==> config.mk <==
export PLATFORM = sky130hd
export DESIGN_NAME = dsd_status_cmds
export DESIGN_NICKNAME = d
export VERILOG_FILES = /design/src/design/dsd_pkg.sv /design/src/design/dsd_status_cmds.sv /design/src/design/dsd_sector_counter.sv /design/src/design/dsd_pos_busy.sv
export VERILOG_INCLUDE_DIRS = /design/src /design/src/design
export SDC_FILE = /design/constraint.sdc
export NUM_CORES = 1
export LEC_CHECK = 0
export BUFFER_PORTS_ARGS = -buffer_cell sky130_fd_sc_hd__buf_2
export CORE_ASPECT_RATIO = 0.8
export CORE_MARGIN = 2
export CORE_UTILIZATION = 40
export CTS_CLUSTER_SIZE = 40
export DETAILED_ROUTE_END_ITERATION = 7
export SLEW_MARGIN = 40
export SYNTH_ARGS = -nofsm -noshare
export SYNTH_HDL_FRONTEND = slang
export SYNTH_SLANG_ARGS = --single-unit
==> constraint.sdc <==
create_clock -name core_clk -period 2.9 [get_ports core_clk]
set_clock_uncertainty 0.05 [all_clocks]
set_input_delay 0.145 -clock core_clk [delete_from_list [all_inputs] [get_ports core_clk]]
set_output_delay 0.145 -clock core_clk [all_outputs]
set_load 0.03 [all_outputs]
==> src/design/dsd_map.svh <==
`ifndef DSD_MAP_SVH
`define DSD_MAP_SVH
// Command tags
`define DSD_TAG_SEEK_FWD_LO 6'h03
`define DSD_TAG_SEEK_REV_LO 6'h05
`define DSD_TAG_DIAG_RESET 6'h15
`define DSD_TAG_DIAG_ESCAPE 6'h1f
`define DSD_TAG_HEAD_UP 6'h20
`define DSD_TAG_HEAD_LO 6'h21
`define DSD_TAG_CYL_UP 6'h22
`define DSD_TAG_CYL_LO 6'h23
`define DSD_TAG_ANGULAR 6'h24
`define DSD_TAG_UNIT_NUM 6'h26
`define DSD_TAG_UNIT_TYPE 6'h27
`define DSD_TAG_SUMMARY 6'h28
`define DSD_TAG_DETAIL1 6'h29
`define DSD_TAG_DETAIL2 6'h2a
`define DSD_TAG_DETAIL3 6'h2b
`define DSD_TAG_DETAIL4 6'h2c
`define DSD_TAG_DIAG_FIRST 6'h30
`define DSD_TAG_DIAG_LAST 6'h37
`define DSD_TAG_SECT_STEP 6'h33
// Command class field (top two tag bits)
`define DSD_CLASS_OUTPUT 2'h0
`define DSD_CLASS_INPUT 2'h2
// Summary status bit positions
`define DSD_SUM_DEV_FAIL 1
`define DSD_SUM_IF_ERR 3
`define DSD_SUM_POS_BUSY 4
`define DSD_SUM_STANDBY 5
`define DSD_SUM_SEIZED 6
`define DSD_SUM_DIAG 7
// Detail byte bit positions
`define DSD_D1_DATA_PAR 0
`define DSD_D2_SUPPLY 0
`define DSD_D2_SPINDLE 2
`define DSD_D3_SECTOR 0
`define DSD_D3_EOT 1
`define DSD_D4_LAST_REV 0
`define DSD_D4_LAST_FWD 1
// Geometry and limits
`define DSD_CYL_MAX 10'h336
`define DSD_SECT_LAST 7'h7f
`define DSD_TYPE_CODE 8'h5a
// Timing
`define DSD_CLK_PERIOD_NS 10
`define DSD_POS_BUSY_MS 10
`endif

==> src/design/dsd_pkg.sv <==
package dsd_pkg;
    // Host handshake phases
    typedef enum logic [1:0] {
        DSD_IDLE = 2'b00,
        DSD_IN_DRIVE = 2'b01,
        DSD_OUT_WAIT = 2'b10,
        DSD_HOLD = 2'b11
    } dsd_xfer_state_t;

    // Fault and event inputs from the rest of the drive
    typedef struct packed {
        logic supply_loss;
        logic spindle_loss;
        logic index_pulse;
        logic sector_pulse;
        logic rev_past_zero;
        logic rtz_active;
    } dsd_fault_t;

    // Positioner condition inputs
    typedef struct packed {
        logic seek_active;
        logic zero_len_seek;
        logic offset_shift;
    } dsd_pos_t;
endpackage

==> src/design/dsd_status_cmds.sv <==
// What this block does
// [RL1] Escape blocks normal commands except diagnostic reset; accepts tags 30 to 37.
// [RL2] Escape stops the sector counter and sets summary bit 7.
// [RL3] Diagnostic reset or device initialize leaves escape.
// [RL4] Head upper query returns all zeros.
// [RL5] Head lower query returns the head address register.
// [RL6] Cylinder upper query returns high cylinder position bits.
// [RL7] Cylinder lower query returns eight low cylinder position bits.
// [RL8] Angular query returns sector count captured when the tag arrived.
// [RL9] Unit number query returns the 8-bit unit identifier.
// [RL10] Type query returns a fixed wired type code.
// [RL11] Summary query answers outside escape, seized or not, pack or not.
// [RL12] Summary bits: 5 standby, 6 seized here, 7 seized by other.
// [RL13] Positioner busy on seek, zero seek, 10 ms after offset; drop notifies.
// [RL14] Single-port drive always reports seized.
// [RL15] First detail byte clears on its read, initialize or check switch.
// [RL16] Any first detail error sets summary interface error bit 3.
// [RL17] Output transfers flag even parity while host strobe low, read strobe high.
// [RL18] Second detail errors set device failure; clear on read, initialize, check.
// [RL19] Second detail: supply loss bit 0 sets pack unsafe; spindle loss unloads.
// [RL20] Outside escape, index before sector 127 latches sector error, device failure.
// [RL21] Travel past 822 or below 000, not in return to zero, flags interface error.
// [RL22] Fourth detail records last seek direction; recalibrate, reset leave it.
`timescale 1ns/1ps
`default_nettype none
`include "dsd_map.svh"
module dsd_status_cmds
    import dsd_pkg::*;
#(
    parameter int unsigned BUSY_CYCLES =
        `DSD_POS_BUSY_MS * 1000000 / `DSD_CLK_PERIOD_NS
)
(
    input wire logic core_clk,
    input wire logic rst,
    input wire logic [5:0] cmd_tag,
    input wire logic cmd_strobe,
    input wire logic host_write_strobe,
    input wire logic [7:0] data_in,
    input wire logic parity_in,
    output logic [7:0] data_out,
    output logic parity_out,
    output logic data_oe,
    output logic drive_read_strobe,
    input wire logic dev_init,
    input wire logic check_switch,
    input wire logic [7:0] head_addr,
    input wire logic [9:0] cyl_pos,
    input wire logic [7:0] unit_id,
    input wire logic standby,
    input wire logic seized_here,
    input wire logic seized_other,
    input wire logic single_port,
    input wire dsd_fault_t faults,
    input wire dsd_pos_t pos,
    output logic diag_escape,
    output logic pos_busy,
    output logic device_event_notice,
    output logic pack_unsafe,
    output logic heads_unload,
    output logic interface_error
);
    dsd_xfer_state_t state_q, state_d;
    logic strobe_q, sw_q;
    logic esc_q, esc_d;
    logic rd_q, rd_d, oe_q, oe_d;
    logic [7:0] buf_q, buf_d;
    logic [7:0] d1_q, d1_d, d2_q, d2_d, d3_q, d3_d, d4_q, d4_d;
    logic unsafe_q, unsafe_d, unload_q, unload_d, iferr_q, iferr_d;
    logic [6:0] sect_count;
    logic sect_err;
    logic cmd_new, allowed, esc_enter, step;
    logic [1:0] cls;
    logic [7:0] summary;

    // Escape passes only diagnostic reset and the test range
    function automatic logic tag_allowed(input logic esc, input logic [5:0] t);
        logic diag_range;
        diag_range = (t >= `DSD_TAG_DIAG_FIRST) && (t <= `DSD_TAG_DIAG_LAST);
        if (esc)
            tag_allowed = diag_range || (t == `DSD_TAG_DIAG_RESET); // [RL1]
        else
            tag_allowed = !diag_range;
    endfunction

    function automatic logic accepted(input logic n, input logic a, input logic [5:0] t,
        input logic [5:0] want);
        accepted = n && a && (t == want);
    endfunction

    assign cmd_new = cmd_strobe && !strobe_q;
    assign allowed = tag_allowed(esc_q, cmd_tag);
    assign cls = cmd_tag[5:4];
    assign esc_enter = accepted(cmd_new, allowed, cmd_tag, `DSD_TAG_DIAG_ESCAPE);
    assign step = accepted(cmd_new, allowed, cmd_tag, `DSD_TAG_SECT_STEP);

    // Summary byte is live status, built fresh each cycle
    always_comb
    begin
        summary = 8'h00; // [RL11]
        summary[`DSD_SUM_DEV_FAIL] = (d2_q != 8'h00) || d3_q[`DSD_D3_SECTOR]; // [RL18] [RL20]
        summary[`DSD_SUM_IF_ERR] = (d1_q != 8'h00) || d3_q[`DSD_D3_EOT]; // [RL16] [RL21]
        summary[`DSD_SUM_POS_BUSY] = pos_busy;
        summary[`DSD_SUM_STANDBY] = standby; // [RL12]
        summary[`DSD_SUM_SEIZED] = seized_here || single_port; // [RL12] [RL14]
        summary[`DSD_SUM_DIAG] = esc_q || seized_other; // [RL2] [RL12]
    end

    dsd_sector_counter u_sector (
        .core_clk(core_clk),
        .rst(rst),
        .escape(esc_q),
        .escape_enter(esc_enter),
        .sector_pulse(faults.sector_pulse),
        .index_pulse(faults.index_pulse),
        .step(step),
        .count_q(sect_count),
        .sector_err_q(sect_err)
    );

    dsd_pos_busy #(
        .BUSY_CYCLES(BUSY_CYCLES)
    ) u_busy (
        .core_clk(core_clk),
        .rst(rst),
        .pos(pos),
        .busy_q(pos_busy),
        .event_q(device_event_notice)
    );

    // Handshake, escape mode and answer buffer
    always_comb
    begin
        state_d = state_q;
        esc_d = esc_q;
        rd_d = rd_q;
        oe_d = oe_q;
        buf_d = buf_q;
        if (esc_enter)
            esc_d = 1'b1; // [RL1]
        if (accepted(cmd_new, allowed, cmd_tag, `DSD_TAG_DIAG_RESET) || dev_init)
            esc_d = 1'b0; // [RL3]
        unique case (state_q)
            DSD_IDLE:
            begin
                if (cmd_new && !allowed)
                    state_d = DSD_HOLD; // [RL1]
                else if (cmd_new && cls == `DSD_CLASS_INPUT)
                begin
                    unique case (cmd_tag)
                        `DSD_TAG_HEAD_UP: buf_d = 8'h00; // [RL4]
                        `DSD_TAG_HEAD_LO: buf_d = head_addr; // [RL5]
                        `DSD_TAG_CYL_UP: buf_d = {6'h00, cyl_pos[9:8]}; // [RL6]
                        `DSD_TAG_CYL_LO: buf_d = cyl_pos[7:0]; // [RL7]
                        `DSD_TAG_ANGULAR: buf_d = {1'b0, sect_count}; // [RL8]
                        `DSD_TAG_UNIT_NUM: buf_d = unit_id; // [RL9]
                        `DSD_TAG_UNIT_TYPE: buf_d = `DSD_TYPE_CODE; // [RL10]
                        `DSD_TAG_SUMMARY: buf_d = summary; // [RL11]
                        `DSD_TAG_DETAIL1: buf_d = d1_q;
                        `DSD_TAG_DETAIL2: buf_d = d2_q;
                        `DSD_TAG_DETAIL3: buf_d = d3_q;
                        `DSD_TAG_DETAIL4: buf_d = d4_q;
                        default: buf_d = 8'h00;
                    endcase
                    oe_d = 1'b1;
                    rd_d = 1'b1;
                    state_d = DSD_IN_DRIVE;
                end
                else if (cmd_new && cls == `DSD_CLASS_OUTPUT)
                    state_d = DSD_OUT_WAIT;
                else if (cmd_new)
                    state_d = DSD_HOLD;
            end
            DSD_IN_DRIVE:
            begin
                if (host_write_strobe)
                begin
                    rd_d = 1'b0;
                    state_d = DSD_HOLD;
                end
            end
            DSD_OUT_WAIT:
            begin
                if (host_write_strobe)
                    rd_d = 1'b1;
                else if (rd_q && sw_q)
                begin
                    rd_d = 1'b0;
                    state_d = DSD_HOLD;
                end
            end
            DSD_HOLD:
            begin
                if (!cmd_strobe)
                begin
                    oe_d = 1'b0;
                    rd_d = 1'b0;
                    state_d = DSD_IDLE;
                end
            end
        endcase
        if (!cmd_strobe && state_q != DSD_IDLE)
        begin
            oe_d = 1'b0;
            rd_d = 1'b0;
            state_d = DSD_IDLE;
        end
    end

    // Error latches: a new error in the same cycle as its clear survives
    always_comb
    begin
        logic par_bad, rd1, rd2, rd3, clr;
        logic eot;
        par_bad = (state_q == DSD_OUT_WAIT) && rd_q && !host_write_strobe
            && !(^{parity_in, data_in}); // [RL17]
        clr = dev_init || check_switch;
        rd1 = accepted(cmd_new, allowed, cmd_tag, `DSD_TAG_DETAIL1);
        rd2 = accepted(cmd_new, allowed, cmd_tag, `DSD_TAG_DETAIL2);
        rd3 = accepted(cmd_new, allowed, cmd_tag, `DSD_TAG_DETAIL3);
        eot = !faults.rtz_active && ((cyl_pos > `DSD_CYL_MAX) || faults.rev_past_zero);
        d1_d = (rd1 || clr) ? 8'h00 : d1_q; // [RL15]
        d1_d[`DSD_D1_DATA_PAR] = d1_d[`DSD_D1_DATA_PAR] || par_bad; // [RL17]
        d2_d = (rd2 || clr) ? 8'h00 : d2_q; // [RL18]
        d2_d[`DSD_D2_SUPPLY] = d2_d[`DSD_D2_SUPPLY] || faults.supply_loss; // [RL19]
        d2_d[`DSD_D2_SPINDLE] = d2_d[`DSD_D2_SPINDLE] || faults.spindle_loss; // [RL19]
        d3_d = (rd3 || clr) ? 8'h00 : d3_q;
        d3_d[`DSD_D3_SECTOR] = d3_d[`DSD_D3_SECTOR] || sect_err; // [RL20]
        d3_d[`DSD_D3_EOT] = d3_d[`DSD_D3_EOT] || eot; // [RL21]
        d4_d = d4_q;
        if (accepted(cmd_new, allowed, cmd_tag, `DSD_TAG_SEEK_FWD_LO))
        begin
            d4_d[`DSD_D4_LAST_FWD] = 1'b1; // [RL22]
            d4_d[`DSD_D4_LAST_REV] = 1'b0;
        end
        else if (accepted(cmd_new, allowed, cmd_tag, `DSD_TAG_SEEK_REV_LO))
        begin
            d4_d[`DSD_D4_LAST_FWD] = 1'b0; // [RL22]
            d4_d[`DSD_D4_LAST_REV] = 1'b1;
        end
        unsafe_d = (unsafe_q && !check_switch) || faults.supply_loss; // [RL19]
        unload_d = d2_d[`DSD_D2_SPINDLE]; // [RL19]
        iferr_d = (d1_d != 8'h00) || d3_d[`DSD_D3_EOT]; // [RL16] [RL21]
    end

    always_ff @(posedge core_clk or posedge rst)
    begin
        if (rst)
        begin
            state_q <= DSD_IDLE;
            strobe_q <= 1'b0;
            sw_q <= 1'b0;
            esc_q <= 1'b0;
            rd_q <= 1'b0;
            oe_q <= 1'b0;
            buf_q <= 8'h00;
            d1_q <= 8'h00;
            d2_q <= 8'h00;
            d3_q <= 8'h00;
            d4_q <= 8'h00;
            unsafe_q <= 1'b0;
            unload_q <= 1'b0;
            iferr_q <= 1'b0;
        end
        else
        begin
            state_q <= state_d;
            strobe_q <= cmd_strobe;
            sw_q <= host_write_strobe;
            esc_q <= esc_d;
            rd_q <= rd_d;
            oe_q <= oe_d;
            buf_q <= buf_d;
            d1_q <= d1_d;
            d2_q <= d2_d;
            d3_q <= d3_d;
            d4_q <= d4_d;
            unsafe_q <= unsafe_d;
            unload_q <= unload_d;
            iferr_q <= iferr_d;
        end
    end

    // Outputs straight from flops; odd parity added to the answer byte
    assign data_out = buf_q;
    assign parity_out = ~^buf_q;
    assign data_oe = oe_q;
    assign drive_read_strobe = rd_q;
    assign diag_escape = esc_q;
    assign pack_unsafe = unsafe_q;
    assign heads_unload = unload_q;
    assign interface_error = iferr_q;

    a_esc_enter: assert property (@(posedge core_clk) disable iff (rst)
        esc_enter && !dev_init |=> esc_q) // [RL1]
        else $error("escape command not taken");
    a_esc_leave: assert property (@(posedge core_clk) disable iff (rst)
        dev_init |=> !esc_q) // [RL3]
        else $error("initialize did not leave escape");
    a_esc_block: assert property (@(posedge core_clk) disable iff (rst)
        cmd_new && esc_q && cmd_tag == `DSD_TAG_SUMMARY |=> !oe_q && state_q == DSD_HOLD) // [RL1]
        else $error("normal command ran in escape");
    a_head_answer: assert property (@(posedge core_clk) disable iff (rst)
        cmd_new && allowed && state_q == DSD_IDLE && cmd_tag == `DSD_TAG_HEAD_LO
        |=> oe_q && buf_q == $past(head_addr)) // [RL5]
        else $error("head address answer wrong");
    a_zero_answer: assert property (@(posedge core_clk) disable iff (rst)
        cmd_new && allowed && state_q == DSD_IDLE && cmd_tag == `DSD_TAG_HEAD_UP
        |=> buf_q == 8'h00) // [RL4]
        else $error("head upper answer not zero");
    a_par_flag: assert property (@(posedge core_clk) disable iff (rst)
        state_q == DSD_OUT_WAIT && rd_q && !host_write_strobe
        && !(^{parity_in, data_in}) |=> d1_q[`DSD_D1_DATA_PAR] && iferr_q) // [RL17]
        else $error("data parity error not latched");
    a_d1_clear: assert property (@(posedge core_clk) disable iff (rst)
        check_switch && state_q != DSD_OUT_WAIT |=> d1_q == 8'h00) // [RL15]
        else $error("first detail byte not cleared");
    a_supply_unsafe: assert property (@(posedge core_clk) disable iff (rst)
        faults.supply_loss |=> pack_unsafe && d2_q[`DSD_D2_SUPPLY]) // [RL19]
        else $error("supply loss not latched");
    a_seek_dir: assert property (@(posedge core_clk) disable iff (rst)
        accepted(cmd_new, allowed, cmd_tag, `DSD_TAG_SEEK_REV_LO)
        |=> d4_q[`DSD_D4_LAST_REV] && !d4_q[`DSD_D4_LAST_FWD]) // [RL22]
        else $error("seek direction not recorded");
    a_seized_single: assert property (@(posedge core_clk) disable iff (rst)
        single_port |-> summary[`DSD_SUM_SEIZED]) // [RL14]
        else $error("single port not seized");
endmodule
`default_nettype wire

==> src/design/dsd_sector_counter.sv <==
`timescale 1ns/1ps
`default_nettype none
`include "dsd_map.svh"
module dsd_sector_counter
    import dsd_pkg::*;
(
    input wire logic core_clk,
    input wire logic rst,
    input wire logic escape,
    input wire logic escape_enter,
    input wire logic sector_pulse,
    input wire logic index_pulse,
    input wire logic step,
    output logic [6:0] count_q,
    output logic sector_err_q
);
    logic [6:0] count_d;
    logic sector_err_d;

    // Disk pulses are ignored in escape; only the diagnostic step moves it
    always_comb
    begin
        count_d = count_q;
        sector_err_d = 1'b0;
        if (escape_enter)
            count_d = 7'h00; // [RL2]
        else if (escape)
        begin
            if (step)
                count_d = count_q + 7'h01; // [RL2]
        end
        else if (index_pulse)
        begin
            count_d = 7'h00;
            sector_err_d = (count_q != `DSD_SECT_LAST); // [RL20]
        end
        else if (sector_pulse)
            count_d = count_q + 7'h01;
    end

    always_ff @(posedge core_clk or posedge rst)
    begin
        if (rst)
        begin
            count_q <= 7'h00;
            sector_err_q <= 1'b0;
        end
        else
        begin
            count_q <= count_d;
            sector_err_q <= sector_err_d;
        end
    end

    a_sect_frozen: assert property (@(posedge core_clk) disable iff (rst)
        escape && !escape_enter && !step |=> count_q == $past(count_q)) // [RL2]
        else $error("sector counter moved during escape");
endmodule
`default_nettype wire

==> src/design/dsd_pos_busy.sv <==
`timescale 1ns/1ps
`default_nettype none
`include "dsd_map.svh"
module dsd_pos_busy
    import dsd_pkg::*;
#(
    parameter int unsigned BUSY_CYCLES = 1000000
)
(
    input wire logic core_clk,
    input wire logic rst,
    input wire dsd_pos_t pos,
    output logic busy_q,
    output logic event_q
);
    logic [19:0] timer_q;
    logic [19:0] timer_d;
    logic busy_d;
    logic event_d;

    // Offset shift restarts the settle window; busy drop raises the notice
    always_comb
    begin
        timer_d = timer_q;
        if (pos.offset_shift)
            timer_d = 20'(BUSY_CYCLES); // Full window: busy stands BUSY_CYCLES cycles [RL13]
        else if (timer_q != 20'h00000)
            timer_d = timer_q - 20'h00001;
        busy_d = pos.seek_active || pos.zero_len_seek || (timer_d != 20'h00000)
            || pos.offset_shift; // [RL13]
        event_d = busy_q && !busy_d; // [RL13]
    end

    always_ff @(posedge core_clk or posedge rst)
    begin
        if (rst)
        begin
            timer_q <= 20'h00000;
            busy_q <= 1'b0;
            event_q <= 1'b0;
        end
        else
        begin
            timer_q <= timer_d;
            busy_q <= busy_d;
            event_q <= event_d;
        end
    end

    a_busy_notice: assert property (@(posedge core_clk) disable iff (rst)
        $fell(busy_q) |-> event_q) // [RL13]
        else $error("busy dropped without event notice");
    a_busy_shift: assert property (@(posedge core_clk) disable iff (rst)
        pos.offset_shift |=> busy_q) // [RL13]
        else $error("offset shift did not raise busy");
endmodule
`default_nettype wire

## Yosys cells after proc, flatten, opt, wreduce, memory -nomap -nowiden

Index checks and enable logic that the tools add are counted.

- Equal/unequal tests: 30
- Order comparisons: 3
- Reductions and logical operators: 71
- Bitwise operators: 1
- Add/subtract/negate cells: 2
- Muxes and demuxes: 39

Operator list:

| cell | number |
|---|---|
| 8-bit case mux with 11 select lines | 1 |
| 6-bit equality test, second input constant | 12 |
| 20-bit 2-to-1 mux | 2 |
| 20-bit nonzero test | 2 |
| 7-bit 2-to-1 mux | 5 |
| 2-bit 2-to-1 mux | 12 |
| 8-bit nonzero test | 3 |
| 1-bit logical AND | 22 |
| 1-bit logical OR | 21 |
| 20-bit by 1-bit subtractor with 20-bit output, second input constant | 1 |
| 3-bit inequality test, second input constant | 6 |
| 1-bit 2-to-1 mux | 14 |
| 6-bit by 5-bit equality test with 1-bit output, second input constant | 2 |
| 10-bit greater-than comparator, second input constant | 1 |
| 5-bit AND reduction | 2 |
| 1-bit logical NOT | 9 |
| 9-bit XOR reduction | 1 |
| 8-bit 2-to-1 mux | 1 |
| 2-bit case mux with 4 select lines | 1 |
| 8-bit XNOR reduction | 1 |
| 7-bit by 1-bit adder with 7-bit output, second input constant | 1 |
| 7-bit inequality test, second input constant | 1 |
| 2-bit equality test, second input constant | 3 |
| 6-bit by 2-bit equality test with 1-bit output, second input constant | 1 |
| 18 further kinds | 21 |

- Output and inout port bits: 17
- Bits of input ports: 60
- Bits in registers: 62
- Word-level logic and storage cells: 165

## Longest topological paths before layout

- Word-level depth: 11
- Gate-level depth with buffers: 9

## By module

From an unflattened synthesis, not the netlist that was laid out.

- Cell total of the unflattened synthesis: 437
- Area total of the unflattened synthesis: 4025.1 µm²

By module, submodules not included:

| module | sequential area each (µm²) | cells each | times used | area an instance (µm²) |
|---|---|---|---|---|
| dsd_status_cmds | 775.7 | 231 | 1 | 2143.3 |
| dsd_pos_busy | 550.5 | 166 | 1 | 1477.7 |
| dsd_sector_counter | 200.2 | 40 | 1 | 404.1 |

## Least setup slack after synthesis

No wires, ideal clock.

- Path type: flip-flop to flip-flop
- From: register u_busy.timer_q[0]
- To: register u_busy.event_q
- Setup time: 0.068 ns
- Arrival time: 2.306 ns
- Period minus slack after synthesis: 2.424 ns
- Setup slack: 0.476 ns
- Cell stages (with the launch flop): 9
- Path through: dfrtp_1 > inv_1 > ha_1 > nor3b_1 > nand2_1 > nor4_1 > mux2_4 > nor4_4 > and4_1

- Cells in the longest elaborated chain, start to end: 8
- Elaborated cells on any way between the ends: 9

Ends and longest elaborated chain:

| what | line | text |
|---|---|---|
| start, declared | dsd_pos_busy.sv:16 | `logic [19:0] timer_q;` |
| start signal, assigned | dsd_pos_busy.sv:44 | `timer_q <= timer_d;` |
| 20-bit by 1-bit subtractor with 20-bit output / 20-bit nonzero test (equally long branches) | dsd_pos_busy.sv:28, dsd_pos_busy.sv:27 |  |
| 20-bit 2-to-1 mux (*) | dsd_pos_busy.sv:27 | `else if (timer_q != 20'h00000)` |
| 20-bit 2-to-1 mux (*) | dsd_pos_busy.sv:25 | `if (pos.offset_shift)` |
| via u_busy.timer_d[10] | dsd_pos_busy.sv:17 | `logic [19:0] timer_d;` |
| 20-bit nonzero test (*) | dsd_pos_busy.sv:29 | `busy_d = pos.seek_active \|\| pos.zero_len_seek \|\| (timer_d != 20'h00000)` |
| 1-bit logical OR (*) | dsd_pos_busy.sv:29 |  |
| 1-bit logical OR (*) | dsd_pos_busy.sv:30 | `\|\| pos.offset_shift;` |
| 1-bit logical NOT (*) | dsd_pos_busy.sv:31 | `event_d = busy_q && !busy_d;` |
| 1-bit logical AND (*) | dsd_pos_busy.sv:31 |  |
| via u_busy.event_d | dsd_pos_busy.sv:19 | `logic event_d;` |
| end signal, assigned | dsd_pos_busy.sv:46 | `event_q <= event_d;` |
| end, declared | dsd_pos_busy.sv:14 | `output logic event_q` |

The timed path passes the listed nets; every way through them passes the cells marked *.
A chain may end at the register's enable or synchronous reset.

## Final worst setup path

Ends and elaborated chain as after synthesis.

==> results.md <==
- Status: finished, final reports clean
- IO Count: 77
- Die Wd: 114 microns
- CTS tree: yes
- Root Driver: clkbuf_16
- Min cycle time layout: 2.68 ns
- Peak VDD IR: 281 uV
- Fin cells: 620
- Global-route wire length before repair: 17.7 mm
- Worst Path Max Fanout: 6
- Reg-to-Reg Start: u_busy.timer_q[0]
- TNS Setup: 0 ns
- Area Growth Syn to Fin: 21.6%
- Routed WL: 10.9 mm
- Ys async rst share: 1.00
- WL per Instance: 17.6 microns
- Placed cells: 599
- Slew margin rel.: 0.579
- Total CTS buffers: 9
- Post-synthesis sequential area ratio: 0.392
- F_max: 374 MHz
- # diodes: 0
- Unrepaired setup endpoints after global routing: no
- Worst hold path type: input port to register
- Number of routed nets with antenna violations: 0
- Ranking of synthesized cells by area: dfrtp_1 39%, xnor2_1 4.1%, nor2_1 3.5%, nand2_1 3.4%, nor4_4 3.3%
- Cell accounting for the most synthesized area: dfrtp_1
- # nets final: 566
- Worst-margin pin slew: 0.627 ns
- Commonest cells in the netlist: 61 x dfrtp_1, 36 x nor2_1, 35 x nand2_1, 21 x o21ai_0
- I/O Buffers: 76
- Starting Density: 0.407
- Post-CTS setup buffer count: 0
- Distinct cells, synth: 65
- Post-synthesis register bit count: 61
- Static Leakage: 2.07 nW
- Die ar.: 0.0105 sq mm
- Setup crit end kind: register
- Worst-path clk slew: 0.05 ns
- Slew Limit Fails: 0
- Setup Crit Path Kind: register to register
- Setup Viol. Count Final: 0
- Layout cells sized above 1: 0.242
- Count leader, synth: dfrtp_1
- Clock buffer depth: 2
- CP required: 3.11 ns
- Syn. warnings: 0
- Post-synth EDFFs: 0
- Synthesized Nets: 480
- Gate Count Post-Synth: 412
- Hold path startpoint: check_switch
- Vias: 3640
- Vias in the first global route: 3354
- Pre-CTS setup slack: 0.304 ns
- Initial antenna violation count: 0
- Setup ws final: 0.223 ns
- Tcrit/Tclk final: 0.923
- Vias per inst: 5.87
- Total track usage: 0.216
- RD Place Congestion: 0.930
- Hold Slack: 0.0616 ns
- MaxCap Viol Count: 0
- Crit path DAT: 2.89 ns
- PwrDens: 565 mW/mm^2
- Mean Syn Cell Area: 9.44 sq um
- Hold Fails Final Rpt: 0
- TritonRoute pass-1 iters: 6
- H-tree level count: 3
- Placed cell area: 0.00440 sq mm
- Fill cell count: 898
- Yosys top cell area share: 0.392
- Clk Latency, worst-skew pair: 0.32 ns
- Nature of the critical path startpoint: register
- Pin count of the biggest net entering global routing: 40
- Post-route cell area: 0.00473 sq mm
- Synth Flop Type: dfrtp_1
- Initial drt markers: 353
- Grt ovf: 0
- Residual DRC: 0
- Critical path origin: u_busy.timer_q[0]
- Clock sink count: 61
- Mapped Area: 0.00389 sq mm
- Post-DP HPWL: 8.19 mm
- Row cnt: 32
- DIE HEIGHT: 92.2 microns
- Core area: 0.00957 sq mm
-- path summary, 6_finish.rpt --
check | to | slack, ns | cells after the start
setup / recovery | u_busy.event_q | 0.22 | 8
max in group asynchronous | data_out[7] | 1.86 | 4
hold / removal | pack_unsafe | 0.06 | 3
min in group asynchronous | state_q[1] | 0.36 | 3
hold reg to reg | d3_q[0] | 0.40 | 1
setup reg to reg | u_busy.event_q | 0.22 | 8
-- kinds of logic (layout without fill, tap and decap cells) --
kind of cell	count (synthesis)	in the layout	share of synthesized area
muxes	4	4	0.0125
buffers and inverters	27	116	0.0331
adders and majority gates	8	8	0.0257
DFF	61	61	0.392
and+or+nand+nor	181	181	0.290
xor gates and xnor gates	27	27	0.0608
AOI/OAI and AO/OA	104	104	0.185
-- sequential cells by signal, indices dropped and copies added, names as in the netlist --
register,cells
u_sector.count_q,7
u_busy.busy_q,1
state_q,2
drive_read_strobe,1
data_oe,1
d1_q,8
u_busy.event_q,1
pack_unsafe,1
u_sector.sector_err_q,1
diag_escape,1
u_busy.timer_q,20
sw_q,1
interface_error,1
d3_q,2
d2_q,2
data_out,8
strobe_q,1
d4_q,2
-- cells in the final DEF, fill, tap and decap left out, drive strengths merged, types with 8 or more instances in the layout --
cell,Yosys,layout
ha,8,8
nand2,36,36
xor2,9,9
nor3,12,12
o21ai,24,24
a21o,13,13
inv,12,12
clkbuf,7,12
nand4,10,10
a21oi,18,18
and2,9,9
dfrtp,61,61
xnor2,18,18
or4,9,9
buf,8,83
nor2,36,36
nor4,18,18
-- routing by layer --
metal  wire length [microns]  part of all wire  vias to the layer above  track usage
li1                        -                 -                     1721            -
met1                    5320              0.49                     1745        0.329
met2                    4680              0.43                      161        0.307
met3                     777             0.071                       13       0.0456
met4                     159             0.015                        0       0.0569
met5                       0                 0                        -            0
-- layout make-up --
type,instances,area (sq um),area share
Timing Repair Buffer,90,503,0.106
Inverter,12,47.5,0.0100
Clock inverter,2,10.0,0.00212
Sequential cell,61,1530,0.323
Tap cell,119,149,0.0315
Clock buffer,12,256,0.0542
Multi-Input combinational cell,324,2240,0.473
-- critical path: stages, from the launching register on --
cell and delay [ns]:
dfrtp_1 0.44, inv_1 0.16, ha_1 0.24, nor3b_1 0.30, nand2_1 0.19, nor4_1 0.36
mux2_4 0.36, nor4_4 0.31, and4_1 0.21
-- where the power goes --
group / leakage [nW] / switching [W] / internal, W / total, W
combinational: 1.16 / 0.000408 / 0.000278 / 0.000686
clock: 0.134 / 0.000359 / 0.000611 / 0.000970
sequential: 0.772 / 0.0000927 / 0.000924 / 0.00102
total: 2.07 / 0.000860 / 0.00181 / 0.00267
-- what timing repair did --
action                                  in CTS  in global routing
resized for setup                            0                  0
hold buffers                                 7                  0
endpoints found under the setup margin       0                  0
endpoints found under the hold margin       44                  0
-- metrics by stage --
stage          power, W   util
3_3_place_gp    0.00169  0.459
4_1_cts         0.00269  0.495
5_1_grt         0.00281  0.495
3_5_place_dp    0.00170  0.459
6_report        0.00267  0.495
2_1_floorplan   0.00151      -
(Power assumes the default switching activity.)
